File: config.mk
export PLATFORM = sky130hd
export DESIGN_NAME = gsel_selector
export DESIGN_NICKNAME = d
export VERILOG_FILES = /design/src/design/gsel_pkg.sv /design/src/design/gsel_event_queue.sv /design/src/design/gsel_selector.sv
export SDC_FILE = /design/constraint.sdc
export NUM_CORES = 2
export LEC_CHECK = 0
export ABC_AREA = 1
export BUFFER_PORTS_ARGS = -buffer_cell sky130_fd_sc_hd__buf_2
export CAP_MARGIN = 40
export CORE_UTILIZATION = 50
export CTS_BUF_LIST = sky130_fd_sc_hd__clkbuf_8
export CTS_CLUSTER_SIZE = 8
export DETAILED_ROUTE_END_ITERATION = 7
export PLACE_DENSITY = 0.67
export SLEW_MARGIN = 15
export SYNTH_ARGS = -nofsm -noshare
export SYNTH_HDL_FRONTEND = slang
export SYNTH_SLANG_ARGS = --single-unit
File: constraint.sdc
create_clock -name mclk -period 3.28 [get_ports mclk]
set_input_delay 0.328 -clock mclk [delete_from_list [all_inputs] [get_ports mclk]]
set_output_delay 0.328 -clock mclk [all_outputs]
set_load 0.05 [all_outputs]
File: src/design/gsel_pkg.sv
package gsel_pkg;

    // Group count and widths
    localparam int GSEL_GROUPS = 8;
    localparam int GSEL_IDXW   = 3;
    localparam int GSEL_STAMPW = 32;

    // Event status vector layout
    localparam int GSEL_EV_ENABLED   = 0;
    localparam int GSEL_EV_REQUEST   = 8;
    localparam int GSEL_EV_ACTIVE    = 16;
    localparam int GSEL_EV_REMOTE    = 24;
    localparam int GSEL_EV_LOCAL     = 25;
    localparam int GSEL_EV_FORCE     = 26;
    localparam int GSEL_EV_FAIL_CFG  = 27;
    localparam int GSEL_EV_FAIL_FRC  = 28;
    localparam int GSEL_EV_FAIL_PRIO = 29;
    localparam int GSEL_EVW          = 30;
    localparam int GSEL_EVIDW        = 5;

    // Reset and fixed values
    localparam logic [7:0]            GSEL_ONE_HOT1  = 8'h01;
    localparam logic [7:0]            GSEL_NONE      = 8'h00;
    localparam logic [7:0]            GSEL_ACT_RST   = 8'h01;
    localparam logic [7:0]            GSEL_USED_MIN  = 8'h01;
    localparam logic [GSEL_EVW-1:0]   GSEL_EV_ZERO   = 30'h0;
    localparam logic [GSEL_EVIDW-1:0] GSEL_EVID_ZERO = 5'h00;
    localparam logic [31:0]           GSEL_STAMP_RST = 32'h0;

    typedef logic [GSEL_GROUPS-1:0] gsel_group_t;

endpackage : gsel_pkg

File: src/design/gsel_event_queue.sv
`timescale 1ns/1ps
module gsel_event_queue
    import gsel_pkg::*;
(
    // Clock and reset
    input  wire logic                    mclk,
    input  wire logic                    reset_n,
    // Status and selection
    input  wire logic [GSEL_EVW-1:0]     statusVec,
    input  wire logic [GSEL_EVW-1:0]     onEnable,
    input  wire logic [GSEL_EVW-1:0]     offEnable,
    input  wire logic [GSEL_STAMPW-1:0]  timeStamp,
    // Event out
    output logic                         eventValid,
    output logic [GSEL_EVIDW-1:0]        eventId,
    output logic                         eventOn,
    output logic [GSEL_STAMPW-1:0]       eventStamp
);

    logic [GSEL_EVW-1:0]    prev_q;
    logic [GSEL_EVW-1:0]    pend_q;
    logic [GSEL_EVW-1:0]    pend_d;
    logic [GSEL_EVW-1:0]    lvl_q;
    logic [GSEL_EVW-1:0]    keep;
    logic [GSEL_EVW-1:0]    grant;
    logic [GSEL_STAMPW-1:0] stamp_q [GSEL_EVW];
    logic                   valid_d;
    logic [GSEL_EVIDW-1:0]  id_d;
    logic                   on_d;
    logic [GSEL_STAMPW-1:0] stampSel;

    // On/off filter
    assign keep   = (statusVec ^ prev_q) & ((statusVec & onEnable) | (~statusVec & offEnable));
    assign grant  = pend_q & (~pend_q + GSEL_EV_ZERO + 30'h1);
    // New change on a granted bit re-arms it, so set wins
    assign pend_d = keep | (pend_q & ~grant);

    genvar gi;
    generate
        for (gi = 0; gi < GSEL_EVW; gi++) begin : g_entry
            // Stamp at change
            always_ff @(posedge mclk or negedge reset_n) begin
                if (!reset_n) begin
                    stamp_q[gi] <= GSEL_STAMP_RST;
                    lvl_q[gi]   <= 1'b0;
                end else if (keep[gi]) begin
                    stamp_q[gi] <= timeStamp;
                    lvl_q[gi]   <= statusVec[gi];
                end
            end
        end
    endgenerate

    always_comb begin
        valid_d  = |grant;
        id_d     = GSEL_EVID_ZERO;
        on_d     = 1'b0;
        stampSel = GSEL_STAMP_RST;
        for (int i = 0; i < GSEL_EVW; i++) begin
            if (grant[i]) begin
                id_d     = GSEL_EVIDW'(i);
                on_d     = lvl_q[i];
                stampSel = stamp_q[i];
            end
        end
    end

    always_ff @(posedge mclk or negedge reset_n) begin
        if (!reset_n) begin
            prev_q     <= GSEL_EV_ZERO;
            pend_q     <= GSEL_EV_ZERO;
            eventValid <= 1'b0;
            eventId    <= GSEL_EVID_ZERO;
            eventOn    <= 1'b0;
            eventStamp <= GSEL_STAMP_RST;
        end else begin
            prev_q     <= statusVec;
            pend_q     <= pend_d;
            eventValid <= valid_d;
            eventId    <= id_d;
            eventOn    <= on_d;
            eventStamp <= stampSel;
        end
    end

endmodule : gsel_event_queue

File: src/design/gsel_selector.sv
`timescale 1ns/1ps
// Behaviour
// Eight request inputs, input 1 highest priority, ties go to higher.
// Each request input works as a pulse or as a held level.
// Held request on group 1 blocks every other request.
// Held request on groups 2 to 7 blocks only lower-priority requests.
// Held request on group 7 blocks only group 8.
// Held request on group 8 blocks nothing.
// No automatic return to group 1; only a new request selects it.
// Outside logic drives group 1 from coil status, group 2 inverse.
// Each status change is an event; per-event on/off storage selection.
// Each event carries the time stamp of its status change.
// Request to an unconfigured group flags failure with on/off events.
// Requests lost to priority or to override flag failures.
// Remote and local change requests give separate on/off events.
// Pulse-selected group stays active until another group is requested.
// Override enable suspends input selection; commanded group applies.
// After reset only group 1 is enabled and active.
// Active group as one-hot output, updated edge after winning request.
module gsel_selector
    import gsel_pkg::*;
(
    // Clock and reset
    input  wire logic                   mclk,
    input  wire logic                   reset_n,
    // Group request inputs, bit 0 is group 1
    input  wire logic [7:0]             groupReq,
    // Configuration
    input  wire logic [7:0]             usedGroups,
    input  wire logic [GSEL_EVW-1:0]    eventOnEnable,
    input  wire logic [GSEL_EVW-1:0]    eventOffEnable,
    // Remote and local change requests
    input  wire logic                   remoteReq,
    input  wire logic [GSEL_IDXW-1:0]   remoteGroup,
    input  wire logic                   localReq,
    input  wire logic [GSEL_IDXW-1:0]   localGroup,
    // Override
    input  wire logic                   group_override_enable,
    input  wire logic                   overrideValid,
    input  wire logic [GSEL_IDXW-1:0]   overrideGroup,
    // Time base
    input  wire logic [GSEL_STAMPW-1:0] timeStamp,
    // Status
    output logic [7:0]                  activeGroup,
    output logic [7:0]                  enabledGroups,
    output logic                        failNotConfigured,
    output logic                        failLowerPriority,
    output logic                        failOverride,
    // Events from gsel_event_queue
    output logic                        eventValid,
    output logic [GSEL_EVIDW-1:0]       eventId,
    output logic                        eventOn,
    output logic [GSEL_STAMPW-1:0]      eventStamp
);

    gsel_group_t reqPrev_q;
    gsel_group_t active_q;
    gsel_group_t active_d;
    gsel_group_t used_q;
    gsel_group_t used_d;
    gsel_group_t reqRise;
    gsel_group_t remoteHot;
    gsel_group_t localHot;
    gsel_group_t allReq;
    gsel_group_t blocked;
    gsel_group_t cand;
    gsel_group_t winner;
    gsel_group_t ovrHot;
    logic        failCfg_q;
    logic        failCfg_d;
    logic        failPrio_q;
    logic        failPrio_d;
    logic        failFrc_q;
    logic        failFrc_d;
    logic        remote_q;
    logic        local_q;
    logic        force_q;
    logic        ovrApply;
    logic        accept;
    logic [GSEL_EVW-1:0] statusVec;

    // Edge is the request, level is the hold
    assign reqRise   = groupReq & ~reqPrev_q;
    assign remoteHot = remoteReq ? (GSEL_ONE_HOT1 << remoteGroup) : GSEL_NONE;
    assign localHot  = localReq ? (GSEL_ONE_HOT1 << localGroup) : GSEL_NONE;
    assign ovrHot    = GSEL_ONE_HOT1 << overrideGroup;
    assign allReq    = reqRise | remoteHot | localHot;

    // Held levels block lower groups
    assign blocked[0] = 1'b0;
    genvar gi;
    generate
        for (gi = 1; gi < GSEL_GROUPS; gi++) begin : g_block
            // Cumulative block chain
            assign blocked[gi] = blocked[gi-1] | groupReq[gi-1];
        end
    endgenerate
    // Group 8 level never enters the chain

    // Lowest index wins
    assign cand   = allReq & ~blocked & used_q;
    assign winner = cand & (~cand + GSEL_ONE_HOT1);

    // Override takes the selection
    assign ovrApply = group_override_enable & overrideValid & |(ovrHot & used_q);
    assign accept   = group_override_enable ? ovrApply : (winner != GSEL_NONE);

    always_comb begin
        // Group 1 always stays enabled
        used_d   = usedGroups | GSEL_USED_MIN;
        active_d = active_q;
        if (group_override_enable) begin
            if (ovrApply) begin
                active_d = ovrHot;
            end
        end else if (winner != GSEL_NONE) begin
            // Pulse selection latches
            active_d = winner;
        end
        // Otherwise hold, no fallback
    end

    always_comb begin
        // Unconfigured target
        failCfg_d  = (group_override_enable ?
                      (overrideValid & ~|(ovrHot & used_q)) :
                      |(allReq & ~used_q)) | (failCfg_q & ~accept);
        // Priority loss and override refusal
        failPrio_d = (~group_override_enable & |(allReq & used_q & ~winner))
                   | (failPrio_q & ~accept);
        failFrc_d  = (group_override_enable & |allReq)
                   | (failFrc_q & ~(accept & ~|allReq));
    end

    always_ff @(posedge mclk or negedge reset_n) begin
        if (!reset_n) begin
            reqPrev_q  <= GSEL_NONE;
            active_q   <= GSEL_ACT_RST;
            used_q     <= GSEL_USED_MIN;
            failCfg_q  <= 1'b0;
            failPrio_q <= 1'b0;
            failFrc_q  <= 1'b0;
            remote_q   <= 1'b0;
            local_q    <= 1'b0;
            force_q    <= 1'b0;
        end else begin
            reqPrev_q  <= groupReq;
            active_q   <= active_d;
            used_q     <= used_d;
            failCfg_q  <= failCfg_d;
            failPrio_q <= failPrio_d;
            failFrc_q  <= failFrc_d;
            // Change request status
            remote_q   <= remoteReq;
            local_q    <= localReq;
            force_q    <= group_override_enable;
        end
    end

    // Outputs straight from flops
    assign activeGroup       = active_q;
    assign enabledGroups     = used_q;
    assign failNotConfigured = failCfg_q;
    assign failLowerPriority = failPrio_q;
    assign failOverride      = failFrc_q;

    // Status vector for events
    assign statusVec = {failPrio_q, failFrc_q, failCfg_q, force_q, local_q, remote_q,
                        active_q, reqPrev_q, used_q};

    // Stamped event stream
    gsel_event_queue u_events (
        .mclk       (mclk),
        .reset_n    (reset_n),
        .statusVec  (statusVec),
        .onEnable   (eventOnEnable),
        .offEnable  (eventOffEnable),
        .timeStamp  (timeStamp),
        .eventValid (eventValid),
        .eventId    (eventId),
        .eventOn    (eventOn),
        .eventStamp (eventStamp)
    );

    // Assertions
    // One-hot active
    one_hot_a: assert property (@(posedge mclk) disable iff (!reset_n)
        $onehot(active_q))
        else $error("active group not one-hot");

    // Held group 1
    group1_hold_a: assert property (@(posedge mclk) disable iff (!reset_n)
        (groupReq[0] && reqPrev_q[0] && active_q[0] && !group_override_enable)
        |=> active_q[0])
        else $error("held group 1 lost");

    // Group 1 blocks all
    g1_block_a: assert property (@(posedge mclk) disable iff (!reset_n)
        (!group_override_enable && groupReq[0]) |=> ($stable(active_q) || active_q[0]))
        else $error("held group 1 let another group in");

    // Tie to higher
    prio_win_a: assert property (@(posedge mclk) disable iff (!reset_n)
        (!group_override_enable && reqRise[0] && reqRise[1] && used_q[0])
        |=> active_q[0])
        else $error("higher group lost tie");

    // Pulse selects group
    pulse_pick_a: assert property (@(posedge mclk) disable iff (!reset_n)
        (!group_override_enable && reqRise[4] && used_q[4] && !(|groupReq[3:0])
         && !(|remoteHot[3:0]) && !(|localHot[3:0])) |=> active_q[4])
        else $error("pulse request not taken");

    // Held block below
    block_low_a: assert property (@(posedge mclk) disable iff (!reset_n)
        (!group_override_enable && groupReq[1] && !active_q[7] && !remoteReq && !localReq)
        |=> !active_q[7])
        else $error("lower group passed a held block");

    // Group 7 blocks 8
    g7_block_a: assert property (@(posedge mclk) disable iff (!reset_n)
        (!group_override_enable && groupReq[6] && !active_q[7]) |=> !active_q[7])
        else $error("group 8 passed held group 7");

    // Group 7 passes higher
    g7_pass_a: assert property (@(posedge mclk) disable iff (!reset_n)
        (!group_override_enable && groupReq[6] && reqRise[5] && used_q[5]
         && !(|groupReq[4:0]) && !(|remoteHot[4:0]) && !(|localHot[4:0]))
        |=> active_q[5])
        else $error("held group 7 blocked group 6");

    // Group 8 blocks nothing
    g8_noblock_a: assert property (@(posedge mclk) disable iff (!reset_n)
        (!group_override_enable && reqRise[6] && used_q[6] && groupReq[7]
         && !(|groupReq[5:0]) && !(|remoteHot[5:0]) && !(|localHot[5:0]))
        |=> active_q[6])
        else $error("group 8 level blocked group 7");

    // No return to 1
    no_revert_a: assert property (@(posedge mclk) disable iff (!reset_n)
        (!group_override_enable && !active_q[0] && !allReq[0]) |=> !active_q[0])
        else $error("group 1 selected without request");

    // Pulse selection latches
    latch_a: assert property (@(posedge mclk) disable iff (!reset_n)
        (!group_override_enable && allReq == GSEL_NONE) |=> $stable(active_q))
        else $error("active group changed without request");

    // Unconfigured request flagged
    cfg_fail_a: assert property (@(posedge mclk) disable iff (!reset_n)
        (!group_override_enable && |(allReq & ~used_q)) |=> failCfg_q)
        else $error("unconfigured request not flagged");

    // Unconfigured override flagged
    ovr_cfg_a: assert property (@(posedge mclk) disable iff (!reset_n)
        (group_override_enable && overrideValid && !(|(ovrHot & used_q))) |=> failCfg_q)
        else $error("unconfigured override not flagged");

    // Priority loss flagged
    prio_fail_a: assert property (@(posedge mclk) disable iff (!reset_n)
        (!group_override_enable && reqRise[1] && used_q[1] && groupReq[0]) |=> failPrio_q)
        else $error("blocked request not flagged");

    // Override refusal flagged
    force_fail_a: assert property (@(posedge mclk) disable iff (!reset_n)
        (group_override_enable && allReq != GSEL_NONE) |=> failFrc_q)
        else $error("request under override not flagged");

    // Override applies target
    ovr_a: assert property (@(posedge mclk) disable iff (!reset_n)
        ovrApply |=> (active_q == $past(ovrHot)) && (failFrc_q || ($past(allReq) == GSEL_NONE)))
        else $error("override not applied");

    // Inputs ignored under override
    ovr_hold_a: assert property (@(posedge mclk) disable iff (!reset_n)
        (group_override_enable && !ovrApply) |=> $stable(active_q))
        else $error("active group moved under override");

    // Enabled set tracks
    used_track_a: assert property (@(posedge mclk) disable iff (!reset_n)
        1'b1 |=> (used_q == ($past(usedGroups) | GSEL_USED_MIN)))
        else $error("enabled groups wrong");

    // Remote change event
    ev_a: assert property (@(posedge mclk) disable iff (!reset_n)
        $rose(remote_q) && eventOnEnable[GSEL_EV_REMOTE] |-> ##[1:40] eventValid)
        else $error("remote event not emitted");

    // Local change event
    local_ev_a: assert property (@(posedge mclk) disable iff (!reset_n)
        $rose(local_q) && eventOnEnable[GSEL_EV_LOCAL] |-> ##[1:40] eventValid)
        else $error("local event not emitted");

    // Main scenarios
    pulse_cov: cover property (@(posedge mclk) disable iff (!reset_n)
        reqRise[3] && used_q[3] ##1 active_q[3] ##3 active_q[3]);
    override_cov: cover property (@(posedge mclk) disable iff (!reset_n)
        ovrApply ##1 failFrc_q);
    prio_cov: cover property (@(posedge mclk) disable iff (!reset_n)
        failPrio_q ##[1:20] eventValid);
    hold_cov: cover property (@(posedge mclk) disable iff (!reset_n)
        groupReq[6] && reqRise[7]);
    local_cov: cover property (@(posedge mclk) disable iff (!reset_n)
        eventValid && eventOn && eventId == GSEL_EVIDW'(GSEL_EV_LOCAL));

endmodule : gsel_selector

== Word level (Yosys, flattened, before mapping) ==
Index checks and enable logic that the tools add are counted.

* Bits in read-only memories: 0
* Output and inout bits: 58
* Memories kept: 0
* Logic and storage cells: 234
* Bits in latches: 0
* Register bits: 1118
* RAM bits: 0

* Multiplexer cells: 96
* Eq/ne operators: 1
* Div/mod/pow operators: 0
* Shift-type cells: 3
* Reduce and logical (&&, ||, !) cells: 10
* Bitwise operators: 47
* Multiply operators: 0
* $lt $le $gt $ge: 0
* $add $sub $neg: 2

{| class="wikitable"
|+ Operators with widths
! cell !! number
|-
| two-way mux 32 bit || 30
|-
| AND 30 bit || 5
|-
| inverter 30 bit || 3
|-
| two-way mux 5 bit || 14
|-
| AND 8 bit || 8
|-
| OR 30 bit || 2
|-
| two-way mux 8 bit || 5
|-
| inverter 8 bit || 5
|-
| two-way mux 1 bit || 33
|-
| two-way mux 4 bit || 8
|-
| OR reduction 8 bit || 4
|-
| adder 30 x 1 -> 30 bit, second input constant || 1
|-
| OR reduction 30 bit || 1
|-
| bitwise XOR 30 bit || 1
|-
| left shift 1 x 3 -> 8 bit, first input constant || 3
|-
| OR 8 bit || 2
|-
| two-way mux 3 bit || 4
|-
| AND 1 bit || 9
|-
| OR 1 bit || 9
|-
| adder 8 x 1 -> 8 bit, second input constant || 1
|-
| nonzero test 8 bit || 1
|-
| two-way mux 2 bit || 2
|-
| inverter 1 bit || 3
|-
| zero test 1 bit || 2
|-
| other kinds (3) || 3
|}

== Longest topological paths before layout ==
* Depth in word-level cells: 33
* Mapped depth: 23

== By module ==
From an unflattened synthesis, not the netlist that was laid out.

* Cells, all modules: 6296
* Area, all modules: 49950.4 um^2

{| class="wikitable"
|+ By module, submodules not included
! module !! seq. area each (um^2) !! area each (um^2) !! instances !! cells an instance
|-
| gsel_event_queue || 27251.1 || 48153.7 || 1 || 6037
|-
| gsel_selector || 726.9 || 1796.7 || 1 || 259
|}

== Worst setup path before layout ==
Ideal clock, no wire load.

* Path kind: register to register
* Start: register u_events.pend_q[0]
* End: register u_events.eventStamp[12]
* Slack: 0.780 ns
* Buffers on the path: 2
* Data arrival time: 2.377 ns
* Required time: 3.156 ns
* Setup time: 0.124 ns
* Stages on the path, launching flop included: 21
* Path through: dfrtp_1 buf_6 nor2_8 nand2_4 nor2_4 nand3_2 nor2_4 nand2_2 nor2_4 nand2_2 nor2_4 nand2_4 nor3_2 nand2_1 nor2_2 nand2_2 clkbuf_1 o21ai_1 a21oi_1 nand2_1 nand3_1

* Longest elaborated chain between the ends: 33

{| class="wikitable"
|+ RTL lines
! element !! line !! source
|-
| from (decl) || gsel_event_queue.sv:21 || <nowiki>logic [GSEL_EVW-1:0] pend_q;</nowiki>
|-
| from (signal assigned) || gsel_event_queue.sv:78 || <nowiki>pend_q <= pend_d;</nowiki>
|-
| inverter 30 bit || gsel_event_queue.sv:34 || <nowiki>assign grant = pend_q & (~pend_q + GSEL_EV_ZERO + 30'h1);</nowiki>
|-
| adder 30 x 1 -> 30 bit || gsel_event_queue.sv:34 ||
|-
| AND 30 bit (*) || gsel_event_queue.sv:34 ||
|-
| two-way mux 32 bit (29 in a row) || gsel_event_queue.sv:60 || <nowiki>if (grant[i]) begin</nowiki>
|-
| two-way mux 32 bit (*) || gsel_event_queue.sv:60 ||
|-
| named net u_events.stampSel[12] || gsel_event_queue.sv:30 || <nowiki>logic [GSEL_STAMPW-1:0] stampSel;</nowiki>
|-
| to (signal assigned) || gsel_event_queue.sv:82 || <nowiki>eventStamp <= stampSel;</nowiki>
|-
| to (decl) || gsel_event_queue.sv:17 || <nowiki>output logic [GSEL_STAMPW-1:0] eventStamp</nowiki>
|}

The timed path passes the listed nets; every way through them passes the cells marked *.
A chain may end at the register's enable or synchronous reset.

== Worst setup path in the final report ==
* Start: register u_events.pend_q[1]
* End: register u_events.eventStamp[1]

* Longest elaborated chain between the ends: 32

{| class="wikitable"
|+ RTL lines
! element !! line
|-
| inverter 30 bit || gsel_event_queue.sv:34
|-
| adder 30 x 1 -> 30 bit || gsel_event_queue.sv:34
|-
| AND 30 bit (*) || gsel_event_queue.sv:34
|-
| two-way mux 32 bit (28 in a row) || gsel_event_queue.sv:60
|-
| two-way mux 32 bit (*) || gsel_event_queue.sv:60
|-
| named net u_events.stampSel[1] || gsel_event_queue.sv:30
|}

Marks and branches as above.

==> flow_metrics.py <==
metrics = {
    "grt": {
        "grt_pass1_vias": 37700,
        "grtUsageTotal_pct": 31.1,
        "grt_max_degree": 99,
        "overflow": 0,
        "antenna_found_initial": 13,
        "grt_pass1_wl_um": 229000,
    },
    "floorplan": {
        "die_area_um2": 96900,
        "core_area_um2": 94900,
        "num_rows": 113,
        "start_util_pct": 50.4,
        "die_x_um": 311,
        "ios": 181,
        "dieHeight_um": 311,
    },
    "critical_path": {
        "reg2reg_to": "u_events.eventStamp[1]",
        "r2r_start": "u_events.pend_q[1]",
        "arrival_ns": 4.07,
        "cp_slowest_cell": "dfrtp_2",
        "end_kind": "flop",
        "cp_max_fo": 8,
        "cp_cell_sequence": "nor2_8 > buf_6 > nand2_4 > buf_12 > nor2_4 > nand3_4 > nor2_4 > nand2_4 > nor2_4 > nand2_4 > nor2_4 > nand2_4 > nor3_4 > nand2_2 > nor2_4 > nand2_8 > nand2_8 > buf_16 > buf_12 > nor2_1 > nand4_1 > nand2_1 > nand3_1",
        "worstSetupStartpointType": "flop",
        "cp_top_family": "simple AND/OR/NAND/NOR gates",
        "worst-setup-path-type": "flop to flop",
        "r2r_setup_slack_ns": -0.006,
        "critPathMaxStageDelay_ns": 0.44,
        "critPathMostFrequentCell": "nor2_4",
        "path_buf_inv": 4,
        "required_ns": 4.07,
        "reg2regPathDepth": 23,
    },
    "clock_network": {
        "cts_tree": "yes",
        "numCtsBuffers": 182,
        "cts_root_buf": "clkbuf_8",
        "clk_latency_ns": 0.87,
        "path_clk_slew_ns": 0.06,
        "clock_path_buffers": 3,
        "h-tree-depth": 4,
        "cts_sinks": 1118,
    },
    "sta": {
        "clock_skew_ns": 0.0423,
        "slew_headroom_pct": 35.6,
        "fin_setup_tns_ns": -0.00576,
        "fin_crit_sh_pct": 100,
        "drv_slew": 0,
        "setup_slack_ns": -0.00576,
        "setup_viol_count_final": 1,
        "rsz0062_at_grt": "true",
        "fmax_mhz": 304,
        "hold_viol": 0,
        "tightest_slew_ns": 0.959,
        "fin_crit_ns": 3.29,
    },
    "cells_and_area": {
        "final_cells": 7199,
        "final_layout_size_suffix_gt1_share_pct": 15.1,
        "nets": 5926,
        "mostFrequentLayoutCells": "1773 x nand2_1, 1115 x dfrtp_1, 1080 x o21ai_0",
        "nFillCells": 8355,
        "layout_commonest_cell": "nand2_1",
        "area_growth_pct": 17.4,
    },
    "synth": {
        "synthCells": 5549,
        "avgSynthCellArea_um2": 8.62,
        "yosys.area.top_type": "dfrtp_1",
        "yosys_warnings": 0,
        "syn_area_um2": 47800,
        "seq_area_frac_synth_pct": 58.5,
        "synth_area_leaders": "dfrtp_1 58%, nand2_1 14%, o21ai_0 11%",
        "netlist.area_leader.share_pct": 58.4,
        "ys_types": 46,
        "ys_ff_latch": 1118,
    },
    "drt": {
        "detail-route-antenna-nets": 0,
        "wl_per_cell_um": 21.1,
        "first_pass_iters": 6,
        "vias": 40300,
        "via_per_inst": 5.60,
        "wirelength_um": 152000,
        "post-route-drc-count": 0,
        "drt_iter0_markers": 4586,
    },
    "worst_hold_path": {
        "hp-class": "primary input to flop",
        "whs_endpoint": "u_events.stamp_q[683]",
        "hold_path.startpoint": "timeStamp[11]",
        "hold_path_depth": 3,
    },
    "placement": {
        "gp_congestion": 0.911,
        "dp.cells": 6800,
        "pre_cts_ws_ns": -0.158,
        "port-buffer-count": 177,
        "post-dp-hpwl_um": 97000,
    },
    "outcome": {
        "outcome": "complete, but fails checks",
        "violations": "negative setup slack",
    },
    "pwr": {
        "seqPwrFrac_pct": 50.7,
        "clkPwrFrac_pct": 30.1,
        "p_leak_nw": 26.9,
        "swShare_pct": 32.7,
        "vdd_drop_max_v": 0.000420,
        "powerDensity_nw_per_um2": 683,
        "power.internal_mw": 25.8,
        "p_sw_mw": 12.6,
        "p_comb_share_pct": 19.2,
    },
    "run": {
        "cap_violations": 0,
    },
}
[flip-flops by register name (all words and copies together), names as in the netlist, 5 cells and up]
name                 cells
u_events.lvl_q          30
u_events.stamp_q       960
u_events.pend_q         30
enabledGroups            7
u_events.eventId         5
activeGroup              8
reqPrev_q                8
u_events.prev_q         30
u_events.eventStamp     32
[power by group through the flow]
stage | clock network, mW | registers, mW | logic (mW)
after floorplan | 0 | 19.5 | 3.96
after global placement | 0 | 19.4 | 6.99
after detailed placement | 0 | 19.5 | 7.21
after CTS | 11.7 | 19.4 | 7.30
after global routing | 12.3 | 19.8 | 8.25
final | 11.6 | 19.5 | 7.36
[routing by layer]
metal  up-vias  GRT usage [%]  part of all wire [%]
li1      18800              -                     -
met1     19600           41.5                    41
met2      1530           49.3                    47
met3       326           6.06                   7.3
met4        14           14.3                   4.5
met5         -              0                 0.058
[layout make-up]
type / instances / area, µm² / share of cell area, %
Antenna cell: 6 / 15.0 / 0.0267
Clock buffer: 218 / 3000 / 5.34
Clock inverter: 91 / 430 / 0.767
Inverter: 233 / 885 / 1.58
Multi-Input combinational cell: 3769 / 18100 / 32.2
Sequential cell: 1118 / 28000 / 49.8
Tap cell: 1265 / 1580 / 2.82
Timing Repair Buffer: 499 / 4180 / 7.44
[Yosys cell counts, drive strengths merged]
cell type  count
a31oi         32
nor3b          1
o31ai          1
a21oi        108
conb           1
nor4           6
nor2         273
or2           18
o21ai       1110
inv          229
o221a         58
a22o          30
a2111oi        1
buf           60
o311ai         1
o22ai         15
nand3        140
o221ai         2
or3b           1
clkinv         4
dfstp          1
nor3          19
nand4         99
nand2       1806
a32oi          1
dfrtp       1117
a22oi          1
clkbuf       370
o211ai         5
o21a           1
a221oi        38
[worst reg2reg max path, cell delays in order (launching register included)]
cell	delay, ns
dfrtp_2	0.44
nor2_8	0.12
buf_6	0.12
nand2_4	0.06
buf_12	0.13
nor2_4	0.13
nand3_4	0.15
nor2_4	0.20
nand2_4	0.08
nor2_4	0.15
nand2_4	0.08
nor2_4	0.14
nand2_4	0.10
nor3_4	0.20
nand2_2	0.09
nor2_4	0.17
nand2_8	0.12
nand2_8	0.16
buf_16	0.16
buf_12	0.12
nor2_1	0.05
nand4_1	0.12
nand2_1	0.07
nand3_1	0.06
[worst max-delay path by stage]
stage                       start                 endpoint  slack [ns]  cells past startpoint
3_5_place_dp   u_events.pend_q[0]  u_events.eventStamp[20]       -0.16                     22
3_3_place_gp   u_events.pend_q[0]  u_events.eventStamp[11]       -0.15                     19
2_1_floorplan  u_events.pend_q[0]  u_events.eventStamp[12]        0.78                     20
4_1_cts        u_events.pend_q[0]  u_events.eventStamp[26]       0.005                     19
5_1_grt        u_events.pend_q[1]   u_events.eventStamp[1]       -0.10                     23
6_report       u_events.pend_q[1]   u_events.eventStamp[1]      -0.006                     23
[cell families after synthesis]
logic type	after synthesis	synth area share, %
flops	1118	58.5
buf+inv	663	5.38
other cells	1	0.00784
simple gates	2363	19.9
compound gates	1404	16.2
[stage by stage]
step	hold WS (ns)	area [µm²]	power, mW	utilization, %
3_3_place_gp	0.380	51300	26.4	54.1
2_1_floorplan	0.0324	47800	23.5	-
4_1_cts	0.00804	55500	38.4	58.5
5_1_grt	0.0460	56100	40.4	59.2
3_5_place_dp	0.389	51300	26.7	54.1
6_report	0.0638	56100	38.4	59.2
[what timing repair did]
item	4_1_cts	5_1_grt
pin swaps	3	51
hold endpoints to repair	237	0
resized for setup	11	102
endpoints found under the setup margin	34	36
cloned	1	6
hold buffers	65	0
setup buffers	2	10
(Power assumes the default switching activity.)
